**src/prepit_pkg.sv**
```systemverilog
// Shared constants and types for the land pre-pit deframer.
package prepit_pkg;

	// Three-bit pre-pit symbols.
	localparam logic [2:0] SYM_SYNC_EVEN = 3'h7;
	localparam logic [2:0] SYM_SYNC_ODD = 3'h6;
	localparam logic [2:0] SYM_DATA_ONE = 3'h5;
	localparam logic [2:0] SYM_DATA_ZERO = 3'h4;
	localparam logic [1:0] SYM_SYNC_HEAD = 2'h3;
	localparam logic [1:0] SYM_DATA_HEAD = 2'h2;

	// Data frame layout: relative address then user byte, MSB first.
	localparam int REL_ADDR_BITS = 4;
	localparam int USER_BITS = 8;
	localparam int FRAME_BITS = 12;
	localparam int REL_ADDR_MSB = 11;
	localparam int REL_ADDR_LSB = 8;

	// Sync frame positions inside one sector of 13 symbols.
	localparam logic [4:0] POS_SYNC = 5'h00;
	localparam logic [4:0] POS_LAST_DATA = 5'h18;
	localparam logic [4:0] POS_LAST_FRAME = 5'h19;

	// Relative addresses inside one block of 16 frames.
	localparam logic [3:0] REL_FIRST = 4'h0;
	localparam logic [3:0] REL_ADDR_LAST = 4'h2;
	localparam logic [3:0] REL_PARITY_A_LAST = 4'h5;
	localparam logic [3:0] REL_CLASS = 4'h6;
	localparam logic [3:0] REL_INFO_FIRST = 4'h7;
	localparam logic [3:0] REL_INFO_LAST = 4'hc;
	localparam logic [3:0] REL_LAST = 4'hf;

	// Block content limits.
	localparam logic [7:0] CLASS_MAX = 8'h05;
	localparam logic [23:0] DATA_ZONE_START = 24'h003000;
	localparam logic [23:0] ADDR_STEP = 24'h000001;

	// Frame stream buffer depth.
	localparam int FIFO_DEPTH = 4;

	typedef enum logic [0:0] {
		ST_HUNT = 1'b0,
		ST_LOCKED = 1'b1
	} sector_state_t;

endpackage : prepit_pkg

```
**src/frame_fifo_if.sv**
```systemverilog
// Valid/ready carrier between the deframer and its frame buffer.
`timescale 1ns/1ps
interface frame_fifo_if #(parameter int WIDTH = 12);
	logic wrValid;
	logic wrReady;
	logic [WIDTH-1:0] wrData;
	logic rdValid;
	logic rdReady;
	logic [WIDTH-1:0] rdData;

	modport store (
		input wrValid,
		output wrReady,
		input wrData,
		output rdValid,
		input rdReady,
		output rdData
	);
	modport user (
		output wrValid,
		input wrReady,
		output wrData,
		input rdValid,
		output rdReady,
		input rdData
	);
endinterface : frame_fifo_if

```
**src/frame_fifo.sv**
```systemverilog
// Small synchronous FIFO for decoded data frames.
`timescale 1ns/1ps
module frame_fifo #(
	parameter int WIDTH = 12,
	parameter int DEPTH = 4
) (
	// Clock and reset
	input wire logic clk,
	input wire logic reset,
	// Buffer ports
	frame_fifo_if.store port
);
	localparam int PW = $clog2(DEPTH);
	localparam logic [PW:0] FULL_COUNT = (PW+1)'(DEPTH);
	localparam logic [PW-1:0] LAST_SLOT = PW'(DEPTH - 1);

	logic [WIDTH-1:0] mem [DEPTH];
	logic [PW-1:0] wrPtr;
	logic [PW-1:0] rdPtr;
	logic [PW:0] count;
	logic doWrite;
	logic doRead;

	assign port.wrReady = (count != FULL_COUNT);
	assign port.rdValid = (count != '0);
	assign port.rdData = mem[rdPtr];
	assign doWrite = port.wrValid && port.wrReady;
	assign doRead = port.rdValid && port.rdReady;

	always_ff @(posedge clk) begin
		if (doWrite) begin
			mem[wrPtr] <= port.wrData;
		end
	end

	always_ff @(posedge clk) begin
		if (reset) begin
			wrPtr <= '0;
		end else if (doWrite) begin
			wrPtr <= (wrPtr == LAST_SLOT) ? '0 : wrPtr + 1'b1;
		end
	end

	always_ff @(posedge clk) begin
		if (reset) begin
			rdPtr <= '0;
		end else if (doRead) begin
			rdPtr <= (rdPtr == LAST_SLOT) ? '0 : rdPtr + 1'b1;
		end
	end

	always_ff @(posedge clk) begin
		if (reset) begin
			count <= '0;
		end else if (doWrite && !doRead) begin
			count <= count + 1'b1;
		end else if (doRead && !doWrite) begin
			count <= count - 1'b1;
		end
	end

endmodule : frame_fifo

```
**src/land_prepit_block_deframer.sv**
```systemverilog
// Land pre-pit deframer: symbols to frames, frames to checked blocks.
// Behaviour
// - Each symbol is three bits and one symbol comes per pair of sync frames.
// - A sector opens with a sync symbol, 111 for even and 110 for odd placement.
// - A symbol is only taken in the cycle that marks a groove sync frame.
// - Either even or odd placement is accepted, following the sector's sync.
// - A data frame is a 4-bit relative address followed by a user byte.
// - A sector is a sync symbol, 4 address symbols and 8 user data symbols.
// - A block is 16 data frames, one sector each.
// - Frames 0 to 5 hold three address bytes and three parity bytes.
// - Frames 6 to 15 hold the class code, six info bytes and three parity bytes.
// - The first part yields the block address, the second the classed information.
// - The class code runs 0 to 5 and a larger value is flagged.
// - Block addresses rise by one from block to block, data zone from 003000.
`timescale 1ns/1ps
module land_prepit_block_deframer
	import prepit_pkg::*;
(
	// Clock and reset
	input wire logic clk,
	input wire logic reset,
	// Pre-pit detector
	input wire logic frameTick,
	input wire logic pitValid,
	input wire logic [2:0] pitBits,
	// Decoded frame stream
	output logic frameValid,
	input wire logic frameReady,
	output logic [11:0] frameData,
	output logic frameDropped,
	// Sector status
	output logic syncLocked,
	output logic sectorOdd,
	// Block results
	output logic blockDone,
	output logic [23:0] blockAddress,
	output logic [7:0] blockClassCode,
	output logic [47:0] blockInfo,
	output logic blockInDataZone,
	output logic blockOrderError,
	output logic blockSyncError,
	output logic blockSymbolError,
	output logic blockClassError,
	output logic blockStepError
);
	frame_fifo_if #(.WIDTH(FRAME_BITS)) fifoBus ();

	frame_fifo #(
		.WIDTH(FRAME_BITS),
		.DEPTH(FIFO_DEPTH)
	) u_frame_fifo (
		.clk(clk),
		.reset(reset),
		.port(fifoBus.store)
	);

	sector_state_t state;
	logic [4:0] framePos;
	logic [4:0] posNow;
	logic [FRAME_BITS-2:0] bitShift;
	logic sectorBad;
	logic isSyncSym;
	logic isDataSym;
	logic atSync;
	logic atData;
	logic locked;
	logic syncHit;
	logic syncMiss;
	logic symbolBad;
	logic frameDone;
	logic frameGood;
	logic [FRAME_BITS-1:0] frameWord;
	logic [3:0] relAddr;
	logic [7:0] userByte;

	logic inBlock;
	logic [3:0] expectRel;
	logic orderAcc;
	logic syncAcc;
	logic symbolAcc;
	logic [23:0] addrAcc;
	logic [7:0] classAcc;
	logic [47:0] infoAcc;
	logic prevValid;
	logic [23:0] prevAddr;
	logic blockStart;
	logic blockEnd;
	logic relInOrder;

	assign locked = (state == ST_LOCKED);
	assign isSyncSym = (pitBits[2:1] == SYM_SYNC_HEAD);
	assign isDataSym = (pitBits[2:1] == SYM_DATA_HEAD);
	assign posNow = (framePos == POS_LAST_FRAME) ? POS_SYNC
		: framePos + 5'h01;
	assign atSync = (posNow == POS_SYNC);
	assign atData = !posNow[0] && !atSync;

	// Sync is hunted only on a frame tick; once locked, a sync elsewhere does not reset phase.
	assign syncHit = !locked && frameTick && pitValid && isSyncSym;
	assign syncMiss = locked && frameTick && atSync
		&& !(pitValid && isSyncSym);

	// A symbol outside its slot, a lost one, or one off the frame tick.
	assign symbolBad = locked && ((frameTick && atData
		&& !(pitValid && isDataSym))
		|| (frameTick && posNow[0] && pitValid)
		|| (!frameTick && pitValid));

	assign frameDone = locked && frameTick && (posNow == POS_LAST_DATA);
	assign frameWord = {bitShift, pitBits[0]};
	assign frameGood = frameDone && !sectorBad && !symbolBad;
	assign relAddr = frameWord[REL_ADDR_MSB:REL_ADDR_LSB];
	assign userByte = frameWord[USER_BITS-1:0];

	always_ff @(posedge clk) begin
		if (reset) begin
			state <= ST_HUNT;
		end else if (syncHit) begin
			state <= ST_LOCKED;
		end else if (syncMiss) begin
			state <= ST_HUNT;
		end
	end

	always_ff @(posedge clk) begin
		if (reset) begin
			framePos <= POS_SYNC;
		end else if (syncHit) begin
			framePos <= POS_SYNC;
		end else if (locked && frameTick) begin
			framePos <= posNow;
		end
	end

	// Placement is taken from each sector's sync, so either is accepted.
	always_ff @(posedge clk) begin
		if (reset) begin
			sectorOdd <= 1'b0;
		end else if (syncHit || (locked && frameTick && atSync
			&& pitValid && isSyncSym)) begin
			sectorOdd <= (pitBits == SYM_SYNC_ODD);
		end
	end

	always_ff @(posedge clk) begin
		if (reset) begin
			bitShift <= '0;
		end else if (locked && frameTick && atData && pitValid) begin
			bitShift <= {bitShift[FRAME_BITS-3:0],
				pitBits == SYM_DATA_ONE};
		end
	end

	always_ff @(posedge clk) begin
		if (reset) begin
			sectorBad <= 1'b0;
		end else if (symbolBad) begin
			sectorBad <= 1'b1;
		end else if (syncHit || (locked && frameTick && atSync)) begin
			sectorBad <= 1'b0;
		end
	end

	// The disk cannot be stalled, so a full buffer drops the frame.
	assign fifoBus.wrValid = frameGood;
	assign fifoBus.wrData = frameWord;
	assign frameValid = fifoBus.rdValid;
	assign frameData = fifoBus.rdData;
	assign fifoBus.rdReady = frameReady;
	assign syncLocked = locked;

	always_ff @(posedge clk) begin
		if (reset) begin
			frameDropped <= 1'b0;
		end else begin
			frameDropped <= frameGood && !fifoBus.wrReady;
		end
	end

	assign blockStart = frameGood && (relAddr == REL_FIRST);
	assign relInOrder = (relAddr == expectRel);
	assign blockEnd = frameGood && inBlock && (relAddr == REL_LAST);

	always_ff @(posedge clk) begin
		if (reset) begin
			inBlock <= 1'b0;
			expectRel <= REL_FIRST;
		end else if (blockStart) begin
			inBlock <= 1'b1;
			expectRel <= relAddr + 4'h1;
		end else if (blockEnd) begin
			inBlock <= 1'b0;
			expectRel <= REL_FIRST;
		end else if (frameGood && inBlock) begin
			expectRel <= relAddr + 4'h1;
		end
	end

	// Error accumulators clear only on a good opening frame, never on an error.
	always_ff @(posedge clk) begin
		if (reset) begin
			orderAcc <= 1'b0;
		end else if (blockStart) begin
			orderAcc <= 1'b0;
		end else if (frameGood && inBlock && !relInOrder) begin
			orderAcc <= 1'b1;
		end
	end

	always_ff @(posedge clk) begin
		if (reset) begin
			syncAcc <= 1'b0;
		end else if (syncMiss) begin
			syncAcc <= 1'b1;
		end else if (blockStart) begin
			syncAcc <= 1'b0;
		end
	end

	always_ff @(posedge clk) begin
		if (reset) begin
			symbolAcc <= 1'b0;
		end else if (symbolBad || (frameDone && !frameGood)) begin
			symbolAcc <= 1'b1;
		end else if (blockStart) begin
			symbolAcc <= 1'b0;
		end
	end

	// Bytes are gathered by relative address; parity frames are only streamed.
	always_ff @(posedge clk) begin
		if (reset) begin
			addrAcc <= '0;
			classAcc <= '0;
			infoAcc <= '0;
		end else if (frameGood) begin
			if (relAddr <= REL_ADDR_LAST) begin
				addrAcc <= {addrAcc[15:0], userByte};
			end
			if (relAddr == REL_CLASS) begin
				classAcc <= userByte;
			end
			if (relAddr >= REL_INFO_FIRST && relAddr <= REL_INFO_LAST) begin
				infoAcc <= {infoAcc[39:0], userByte};
			end
		end
	end

	always_ff @(posedge clk) begin
		if (reset) begin
			blockDone <= 1'b0;
		end else begin
			blockDone <= blockEnd;
		end
	end

	always_ff @(posedge clk) begin
		if (reset) begin
			blockAddress <= '0;
			blockClassCode <= '0;
			blockInfo <= '0;
			blockInDataZone <= 1'b0;
			blockOrderError <= 1'b0;
			blockSyncError <= 1'b0;
			blockSymbolError <= 1'b0;
			blockClassError <= 1'b0;
			blockStepError <= 1'b0;
		end else if (blockEnd) begin
			blockAddress <= addrAcc;
			blockClassCode <= classAcc;
			blockInfo <= infoAcc;
			blockInDataZone <= (addrAcc >= DATA_ZONE_START);
			blockOrderError <= orderAcc || !relInOrder;
			blockSyncError <= syncAcc;
			blockSymbolError <= symbolAcc;
			blockClassError <= (classAcc > CLASS_MAX);
			blockStepError <= prevValid
				&& (addrAcc != prevAddr + ADDR_STEP);
		end
	end

	always_ff @(posedge clk) begin
		if (reset) begin
			prevValid <= 1'b0;
			prevAddr <= '0;
		end else if (blockEnd) begin
			prevValid <= !(orderAcc || !relInOrder || syncAcc || symbolAcc);
			prevAddr <= addrAcc;
		end
	end

endmodule : land_prepit_block_deframer

```
**config.mk**
```make
export PLATFORM = sky130hd
export DESIGN_NAME = land_prepit_block_deframer
export DESIGN_NICKNAME = d
export VERILOG_FILES = /design/src/prepit_pkg.sv /design/src/frame_fifo_if.sv /design/src/frame_fifo.sv /design/src/land_prepit_block_deframer.sv
export SDC_FILE = /design/constraint.sdc
export NUM_CORES = 1
export LEC_CHECK = 0
export ABC_AREA = 1
export BUFFER_PORTS_ARGS = -buffer_cell sky130_fd_sc_hd__buf_2
export CORE_MARGIN = 5
export CORE_UTILIZATION = 40
export CTS_BUF_LIST = sky130_fd_sc_hd__clkbuf_8
export DETAILED_ROUTE_END_ITERATION = 7
export PLACE_DENSITY = 0.63
export SETUP_SLACK_MARGIN = 0.2
export SLEW_MARGIN = 30
export SYNTH_ARGS = -nofsm -noshare
export SYNTH_HDL_FRONTEND = slang
export SYNTH_SLANG_ARGS = --single-unit
export TNS_END_PERCENT = 100
```
**constraint.sdc**
```tcl
create_clock -name clk -period 4.36 [get_ports clk]
set_input_delay 0.436 -clock clk [delete_from_list [all_inputs] [get_ports clk]]
set_output_delay 0.436 -clock clk [all_outputs]
set_load 0.02 [all_outputs]
```
==> metrics.md, run 1 <==
| Metric | Value |
|---|---|
| RePlAce Congestion | `0.844` |
| Vias in the first global route | `9060` |
| Final Hold Viols | `0` |
| Layout area overhead | `14.7%` |
| Worst-Skew Late Latency | `540 ps` |
| Via/cell ratio | `4.76` |
| VDD IR max | `0.202 mV` |
| Post-CTS Setup Repair Bufs | `0` |
| Clock-pin slew on the worst setup and hold paths | `60 ps` |
| Tot GR Track Use | `17.3%` |
| CP Max Fanout | `66` |
| Setup TNS | `0 ps` |
| Hold slack | `230 ps` |
| Maxcap violations | `0` |
| Clock buffer depth | `3` |
| Site Rows | `61` |
| Max Clock Freq | `0.346 GHz` |
| Hold Path Class | `in -> reg` |
| R2r startpoint | `framePos[0]$_SDFFE_PP0P_` |
| Detailed Place HPWL | `17900 um` |
| Sw Share | `25.3%` |
| Status | `finished clean` |
| Post-route ant nets | `0` |
| Share of cells above drive strength 1 | `17.8%` |
| FF+latch count, synth | `253` |
| Die area | `31300 um2` |
| Startpoint Class | `flip-flop` |
| Cell variety after synth | `43` |
| Largest net degree at the start of global routing | `91` |
| Final core occ | `46.2%` |
| Cell type with the largest total area after synthesis | `dfxtp_1` |
| Max_slew headroom | `39.5%` |
| Ys Warns | `0` |
| Net Count, Synth | `1458` |
| Async set-reset flop share out of synthesis | `0%` |
| Top-area cell type share of the netlist area | `36.9%` |
| Synth top cells by count | `379 x nand2_1, 219 x nor2_1, 205 x dfxtp_1` |
| Ant diodes | `0` |
| EDFF count, synth | `48` |
| Clock Power Share | `43.4%` |
| Synth Cell Area | `11100 um2` |
| Psw | `1.25 mW` |
| CTS tree | `done` |
| Measured slew at the worst slew-check pin | `908 ps` |
| Detailed-route DRC error count | `0` |
| Fin crit period | `2890 ps` |
| Internal Power | `3.68 mW` |
| Power, Total | `4.93 mW` |
| CTS root buf | `clkbuf_8` |
| Main area contributors after synthesis | `dfxtp_1 37%, edfxtp_1 13%, nand2_1 13%` |
| Tcrit/Tclk final | `66.3%` |
| Fill count | `2819` |
| Clock Sinks | `253` |
| Cts bufs inserted | `43` |
| CP Launch Point | `framePos[0]$_SDFFE_PP0P_` |
| Crit Path Category | `reg -> reg` |
| Grt total ovfl | `0` |
| CP Data Arrival Time | `3350 ps` |
| Most common cell in the synthesized netlist | `nand2_1` |
| Post-CTS Hold Buffers | `0` |
| First-pass GRT wire length | `45200 um` |
| RSZ-0062 raised after global routing | `no` |
| Vias | `9268` |
| Seq/Total Area, Yosys | `49.8%` |
| Final setup vio count | `0` |
| Cts repair resizes | `0` |
| I/O Buffers | `110` |
| DR WL/cell | `14.0 um` |
| Worst hold start | `pitBits[2]` |
| Initial antenna violation count | `0` |
| Comb power frac | `7.4%` |
| Layout Skew | `25.1 ps` |
| Drt first pass iters | `5` |
| Pleak | `5.58 nW` |
| Flop pwr share | `49.2%` |
| Required @ worst endpoint | `4820 ps` |
| Routed Wire Length | `27200 um` |
| Core box area | `27600 um2` |
| Syn Area/Cell | `7.75 um2` |
| CP endpoint kind | `flip-flop` |
| Die H | `177 um` |
| Slew Limit Fails | `0` |
| Primary FF master, synth | `dfxtp_1` |
| CTS H-tree depth | `2` |
| Die width | `177 um` |
| Nets | `1556` |
| PD cells | `386 nW/um2` |
| Cells after Synth | `1437` |
| Initial DRC Count | `548` |
| Initial Util | `40.3%` |
| IO Count | `111` |
-- worst max-delay path, cell delays in order (launching register included) --
cell and delay [ps]:
dfxtp_1 420, ha_1 220, nand4_4 180, nand3_2 140, nand2_1 80, o21ai_1 130, nand2_1 110, nand2_2 100
nand4_1 180, inv_4 720, buf_4 340, nand2_1 70, a21oi_1 130
-- flip-flops by register name (all words and copies together), names as in the netlist, 2 cells and up, named ones only --
name                count
u_frame_fifo.wrPtr      2
u_frame_fifo.count      3
expectRel               4
infoAcc                48
prevAddr               24
classAcc                8
blockClassCode          8
framePos                5
bitShift               11
addrAcc                24
u_frame_fifo.rdPtr      2
u_frame_fifo.mem       48
blockInfo              48
-- kinds of logic (layout without fill, tap and decap cells) --
kind of cell | Yosys count | count (layout) | share of synthesized area, %
adder cells (fa/ha/maj) | 13 | 13 | 1.53
AND/OR/NAND/NOR | 726 | 726 | 27.0
AO/OA/AOI/OAI | 211 | 211 | 11.5
XOR/XNOR | 28 | 28 | 2.20
buffers and inverters | 206 | 338 | 8.01
flip-flops | 253 | 253 | 49.8
-- layout make-up --
type                    instances  area, um2  share of cell area, %
repair buffers                121        639                   5.00
clock buffers                  54        743                   5.82
multi-input cells             978       4720                   36.9
well taps                     378        473                   3.70
clock inverters                25        138                   1.08
inverters                     138        520                   4.07
flip-flops and latches        253       5550                   43.4
-- layout by cell type (no fill, tap or decap), drive strengths merged, types with 2 or more instances in the layout --
cell type	synthesis	routed
inv	137	155
xor2	15	15
o21ai	52	52
o211a	2	2
dfxtp	205	205
nand2	420	420
clkinv	1	5
a21oi	134	134
nor3	6	6
edfxtp	48	48
o22ai	13	13
nand4	11	11
buf	26	121
xnor2	13	13
clkinvlp	0	2
ha	12	12
o21bai	2	2
o211ai	2	2
nor4	2	2
nor2	219	219
clkbuf	42	54
nand3	60	60
a2111oi	2	2
nand3b	5	5
-- power groups by stage --
stage	registers (mW)	clock network (mW)	logic, mW
2_1_floorplan	2.47	0	0.258
3_3_place_gp	2.47	0	0.363
3_5_place_dp	2.47	0	0.370
4_1_cts	2.42	2.20	0.371
5_1_grt	2.43	2.31	0.406
6_report	2.42	2.14	0.365
-- per-stage QoR --
stage | area (um2) | cells | setup WS (ps)
global placement | 11900 | 1868 | 1480
global route | 12800 | 1947 | 1120
detailed placement | 11900 | 1868 | 1340
CTS | 12800 | 1947 | 1330
floorplan | 11100 | 1437 | 1860
finish | 12800 | 1947 | 1470
-- metal layers --
metal,GRT usage (%),up-vias,routed length [um]
li1,-,4766,-
met1,23.1,4252,12800
met2,29.0,207,12700
met3,3.40,43,1280
met4,4.35,0,442
met5,0,-,0
-- worst paths after layout --
check	to	slack (ps)	cells after the start
max	prevAddr[14]$_SDFFE_PP0P_	1470	12
min	bitShift[0]$_SDFFE_PP0P_	230	3
max reg2reg	prevAddr[14]$_SDFFE_PP0P_	1470	12
min reg2reg	blockStepError$_SDFFE_PP0P_	460	2
Note: power is estimated with default switching activity, not from simulation.
==> run 2: changes to the inputs <==
Clock period 4.36 ns to 2.75 ns, I/O delays scaled along.
==> run 2 against run 1 <==
  * Die area did not move
  * Core utilization rose by 1.0 points
  * Clock power rose by 53%
  * Global-route usage rose by 0.16 points
==> metrics.md, run 2 (same netlist as run 1, synthesis figures left out) <==
| Metric | Value |
|---|---|
| Power, Total | `7.70 mW` |
| Placed cell areas | `12100 um2` |
| Tcrit/Tclk final | `90.8%` |
| Nets | `1582` |
| VDD IR max | `0.423 mV` |
| Final core occ | `47.3%` |
| Tot GR Track Use | `17.5%` |
| Status | `finished clean` |
| Post-route ant nets | `0` |
| M3 GR Usage | `3.59%` |
| CP dominant cell by count | `nand2_1` |
| Hold Path Class | `in -> reg` |
| Internal Power | `5.72 mW` |
| Startpoint Class | `flip-flop` |
| Detailed-route DRC error count | `0` |
| Clock Power Share | `42.4%` |
| Drt first pass iters | `5` |
| First-pass GRT wire length | `45400 um` |
| Critical path, cell by cell | `inv_1 > ha_2 > inv_2 > o21ai_2 > nand2_1 > o21ai_1 > nand2_1 > nand2_2 > nand2_2 > nor2_2 > ha_2 > inv_2 > fa_2 > nor2_1 > nor2_1 > nand2_1 > o21ai_0 > a21oi_1` |
| Met2 Usage GRT | `28.3%` |
| Largest net degree at the start of global routing | `97` |
| Worst hold start | `pitBits[2]` |
| Fin crit period | `2500 ps` |
| CTS H-tree depth | `2` |
| Worst path slowest cell | `dfxtp_4` |
| Maxcap violations | `0` |
| Vias | `9480` |
| Clock buffer depth | `3` |
| Pleak | `5.75 nW` |
| RSZ-0062 raised after global routing | `yes` |
| Via/cell ratio | `4.81` |
| PD cells | `590 nW/um2` |
| Sw Share | `25.8%` |
| Crit Path Category | `reg -> reg` |
| Busiest grt layer | `met2` |
| Slew Limit Fails | `0` |
| Core box area | `27600 um2` |
| Most frequent cells in the layout | `378 x nand2_1, 217 x nor2_1, 203 x dfxtp_1` |
| CTS root buf | `clkbuf_8` |
| Ant diodes | `0` |
| Layout area overhead | `17.3%` |
| Initial DRC Count | `672` |
| Detailed Place HPWL | `17600 um` |
| CP Max Fanout | `5` |
| Initial Util | `40.3%` |
| Die area | `31300 um2` |
| Share of cells above drive strength 1 | `19.6%` |
| Met1 Usage GRT | `23.8%` |
| CP Data Arrival Time | `2970 ps` |
| R2r startpoint | `framePos[1]$_SDFFE_PP0P_` |
| Place WS | `98.3 ps` |
| Routed Wire Length | `28000 um` |
| CP endpoint kind | `flip-flop` |
| Final setup vio count | `0` |
| Die H | `177 um` |
| Clock-pin slew on the worst setup and hold paths | `60 ps` |
| Site Rows | `61` |
| Grt total ovfl | `0` |
| Commonest non-fill, non-tap cell in the layout | `nand2_1` |
| Max Clock Freq | `0.401 GHz` |
| Initial antenna violation count | `0` |
| Clock Sinks | `253` |
| Cts bufs inserted | `42` |
| RePlAce Congestion | `0.848` |
| Psw | `1.98 mW` |
| IO Count | `111` |
| Vias in the first global route | `8977` |
| Setup TNS | `0 ps` |
| Worst-Skew Late Latency | `540 ps` |
| Largest regs | `blockInfo: 48 flops, infoAcc: 48 flops, u_frame_fifo.mem: 48 flops` |
| Design area | `13100 um2` |
| Required @ worst endpoint | `3220 ps` |
| CP Launch Point | `framePos[1]$_SDFFE_PP0P_` |
| Die width | `177 um` |
| Final worst slack | `253 ps` |
| I/O Buffers | `110` |
| Max_slew headroom | `54.7%` |
| Layout Skew | `19.7 ps` |
| Comb power frac | `7.7%` |
| Flop pwr share | `49.9%` |
| DR WL/cell | `14.2 um` |
| Measured slew at the worst slew-check pin | `678 ps` |
| Final Hold Viols | `0` |
| Delay of the slowest critical-path stage | `360 ps` |
| CTS tree | `done` |
[run 2: changes by cell type in the layout (fill, tap and decap cells not counted), sizes merged]
cell / previous run / this run
inv: 155 / 153
buf: 121 / 146
clkinv: 5 / 9
clkinvlp: 2 / 0
[run 2: critical path, delay by kind of cell, from the launching register on]
kind	cells	cell delay [ps]
AOI/OAI and AO/OA	4	440
adders and majority gates	3	820
buffers and inverters	3	140
DFF	1	360
and+or+nand+nor	8	680
[run 2: through the flow]
step | cells | hold slack, ps
global placement | 1881 | 436
CTS | 1959 | 2.03
global route | 1972 | 34.5
floorplan | 1437 | 374
finish | 1972 | 37.0
detailed placement | 1881 | 442
[run 2: layout make-up]
cell class / instances / area, um2
clock buffers: 53 / 729
fillers: 2813 / 14600
repair inverters: 1 / 5.00
inverters: 138 / 532
flip-flops and latches: 253 / 5550
multi-input cells: 978 / 4730
clock inverters: 24 / 106
well taps: 378 / 473
repair buffers: 147 / 935
[run 2: path summary, 6_finish.rpt]
| path | to | slack, ps | cells past startpoint |
|---|---|---|---|
| setup reg to reg | u_frame_fifo.count[2]$_SDFFE_PP0P_ | 250 | 18 |
| hold / removal | bitShift[0]$_SDFFE_PP0P_ | 40 | 3 |
| setup / recovery | u_frame_fifo.count[2]$_SDFFE_PP0P_ | 250 | 18 |
| hold reg to reg | orderAcc$_SDFFE_PP0P_ | 450 | 2 |
[run 2: per-layer routing]
layer	wire length, um	part of all wire (%)
met1	13000	46
met5	0	0
met4	641	2.3
met2	12900	46
met3	1510	5.4
[run 2: power by group through the flow]
stage | Clock, mW | Sequential [mW] | Combinational [mW]
after floorplan | 0 | 3.91 | 0.409
after global placement | 0 | 3.92 | 0.581
after detailed placement | 0 | 3.93 | 0.593
after CTS | 3.36 | 3.85 | 0.594
after global routing | 3.54 | 3.85 | 0.654
final | 3.27 | 3.84 | 0.593
[run 2: repair_timing]
item | 4_1_cts | 5_1_grt
hold buffers | 0 | 0
setup endpoints to repair | 1 | 8
endpoints found under the hold margin | 0 | 0
cloned | 0 | 2
resized for setup | 3 | 14
buffers inserted | 1 | 11
pin swaps | 1 | 7
==> run 3: changes to the inputs <==
Settings changed: ABC_AREA 1 to not set.
==> run 3 against run 2 <==
  * The run now ends with negative setup slack left
  * Combinational power fell by 49%
  * Final cell count fell by 12%
  * First-iteration DRC count rose by 13%
  * Sequential cell count did not move
  * Sequential power fell by 1%
  * Synthesized cell count fell by 20%
  * Global-route usage rose by 3.7 points
  * Maximum frequency fell by 17%
  * Worst hold slack improved by 0.86 ps
  * Setup slack got worse by 520 ps
==> metrics.md, run 3 <==
| Metric | Value |
|---|---|
| Status | `complete, but fails checks` |
| Failing checks | `negative setup slack` |
| Mux contribution to synthesized area | `4.65%` |
| Final worst slack | `-265 ps` |
| RePlAce Congestion | `0.863` |
| Worst-Skew Late Latency | `570 ps` |
| Vias | `9689` |
| Top-area cell type share of the netlist area | `39.7%` |
| Detailed Place HPWL | `17500 um` |
| CP Data Arrival Time | `3490 ps` |
| Share of cells above drive strength 1 | `51.8%` |
| Cell family with the largest share of critical-path delay | `simple AND/OR/NAND/NOR gates` |
| Most common cell in the synthesized netlist | `nand2_1` |
| Fin crit period | `3010 ps` |
| Required @ worst endpoint | `3230 ps` |
| Tcrit/Tclk final | `110%` |
| Die width | `171 um` |
| Ant diodes | `0` |
| FF+latch count, synth | `253` |
| Initial antenna violation count | `0` |
| Crit Path Category | `reg -> reg` |
| RSZ-0062 raised after global routing | `yes` |
| Synth Area in Simple Gates | `20.7%` |
| CP endpoint kind | `flip-flop` |
| Final Hold Viols | `0` |
| IO Count | `111` |
| Initial Util | `40.8%` |
| Hold Path Class | `in -> reg` |
| Layout area overhead | `56.5%` |
| Clock Sinks | `253` |
| Synth top cells by count | `340 x nand2_1, 205 x dfxtp_1, 183 x a21oi_1` |
| Setup TNS | `-11420 ps` |
| Startpoint Class | `flip-flop` |
| Async set-reset flop share out of synthesis | `0%` |
| Cell variety after synth | `59` |
| CP Max Fanout | `3` |
| Die area | `29200 um2` |
| Measured slew at the worst slew-check pin | `1050 ps` |
| Ys Warns | `0` |
| Clock-pin slew on the worst setup and hold paths | `60 ps` |
| Initial DRC Count | `761` |
| Cts bufs inserted | `42` |
| Tot GR Track Use | `21.1%` |
| Drt first pass iters | `5` |
| Delay of the slowest critical-path stage | `360 ps` |
| Power, Total | `7.39 mW` |
| Final setup vio count | `142` |
| DR WL/cell | `20.5 um` |
| Worst path slowest cell | `dfxtp_4` |
| Clock buffer depth | `3` |
| First-pass GRT wire length | `49600 um` |
| Site Rows | `58` |
| Via/cell ratio | `5.57` |
| EDFF count, synth | `48` |
| Hold slack | `37.9 ps` |
| Core box area | `25300 um2` |
| PD cells | `457 nW/um2` |
| Post-route ant nets | `0` |
| Largest net degree at the start of global routing | `66` |
| Slew Limit Fails | `0` |
| CTS tree | `done` |
| Placed cell areas | `11600 um2` |
| Critical path buffers and inverters | `1` |
| Synth Area in Adders | `1.65%` |
| Vias in the first global route | `9161` |
| Layout Skew | `36.8 ps` |
| Maxcap violations | `0` |
| Detailed-route DRC error count | `0` |
| I/O Buffers | `110` |
| Routed Wire Length | `35700 um` |
| CTS root buf | `clkbuf_8` |
| Post-synthesis compound-gate area fraction | `12.5%` |
| Cell type with the largest total area after synthesis | `dfxtp_1` |
| VDD IR max | `0.386 mV` |
| Post-CTS Hold Buffers | `0` |
| R2r setup slk | `-260 ps` |
| Commonest non-fill, non-tap cell in the layout | `dfxtp_1` |
| Seq/Total Area, Yosys | `53.6%` |
| Largest family of logic cells by synthesized area | `simple AND/OR/NAND/NOR gates` |
| Die H | `171 um` |
| Max_slew headroom | `29.7%` |
| CTS H-tree depth | `2` |
| Main area contributors after synthesis | `dfxtp_1 40%, edfxtp_1 14%, nand2_1 12%` |
| Largest regs | `blockInfo: 48 flops, infoAcc: 48 flops, u_frame_fifo.mem: 48 flops` |
| Synth Area in XOR/XNOR | `2.96%` |
| Nets | `1399` |
| Design area | `16200 um2` |
| Net Count, Synth | `1171` |
| Synth Cell Area | `10300 um2` |
| Cells after Synth | `1150` |
| Syn Area/Cell | `8.99 um2` |
| Max Clock Freq | `0.332 GHz` |
| Grt total ovfl | `0` |
| Fill count | `1800` |
| Critical path, cell by cell | `ha_4 > and4b_1 > a211oi_4 > and4bb_2 > o31ai_4 > a221oi_4 > ha_2 > inv_2 > fa_2 > xor2_1 > or3_1 > a21oi_2` |
| Primary FF master, synth | `dfxtp_1` |
| Most frequent cells in the layout | `202 x dfxtp_1, 156 x nand2_4, 151 x a21oi_2` |
| Pleak | `6.58 nW` |
run 3: cells by family after synthesis:
group,count (synthesis)
buffers and inverters,91
muxes,33
and+or+nand+nor,490
DFF,253
xor gates and xnor gates,35
adders and majority gates,13
AOI/OAI and AO/OA,235
run 3: worst reg2reg max path, stage by stage, from the launching register on:
cell and delay, ps:
dfxtp_4 360, ha_4 160, and4b_1 210, a211oi_4 260
and4bb_2 320, o31ai_4 80, a221oi_4 320, ha_2 240
inv_2 40, fa_2 320, xor2_1 170, or3_1 330
a21oi_2 130
run 3: routing by layer:
layer / share of wire (%) / wire, um / vias to the layer above / track usage (%)
met2: 51 / 18100 / 360 / 36.1
met3: 5.6 / 1990 / 86 / 4.23
met1: 41 / 14500 / 4795 / 27.2
met5: 0 / 0 / - / 0
li1: - / - / 4448 / -
met4: 3.1 / 1110 / 0 / 6.42
run 3: repair_timing:
item / 4_1_cts / 5_1_grt
cloned: 30 / 13
gates resized for setup: 277 / 365
setup endpoints to repair: 223 / 226
hold endpoints to repair: 0 / 0
pin swaps: 109 / 159
setup buffers: 38 / 15
run 3: metrics by stage:
stage | cells | util [%] | setup slack, ps
after floorplan | 1150 | - | -298
after global placement | 1568 | 45.7 | -146
after detailed placement | 1568 | 45.7 | -260
after CTS | 1711 | 57.1 | -235
after global routing | 1739 | 63.9 | -437
final | 1739 | 63.9 | -265
run 3: layout make-up:
| class | count | area [um2] | area share (%) |
|---|---|---|---|
| Timing Repair Buffer | 256 | 2810 | 17.4 |
| Clock inverter | 23 | 114 | 0.704 |
| Inverter | 15 | 58.8 | 0.363 |
| Tap cell | 330 | 413 | 2.55 |
| Multi-Input combinational cell | 810 | 6520 | 40.3 |
| Clock buffer | 52 | 716 | 4.42 |
| Sequential cell | 253 | 5550 | 34.3 |
run 3: report_power, final:
part	leakage, nW	total, mW	internal, mW	switching [mW]
Clock	0.489	3.29	1.72	1.57
Sequential	2.13	3.79	3.78	0.0165
Combinational	3.95	0.305	0.107	0.199
Total	6.58	7.39	5.60	1.79
run 3: path summary, 6_finish.rpt:
path | start | depth (start not counted) | endpoint
worst min-delay path | frameReady | 3 | u_frame_fifo.rdPtr[1]$_SDFFE_PP0P_
worst min register to register | blockInfo[20]$_SDFFE_PP0P_ | 2 | blockInfo[20]$_SDFFE_PP0P_
worst max register to register | framePos[1]$_SDFFE_PP0P_ | 12 | u_frame_fifo.count[2]$_SDFFE_PP0P_
worst max-delay path | framePos[1]$_SDFFE_PP0P_ | 12 | u_frame_fifo.count[2]$_SDFFE_PP0P_
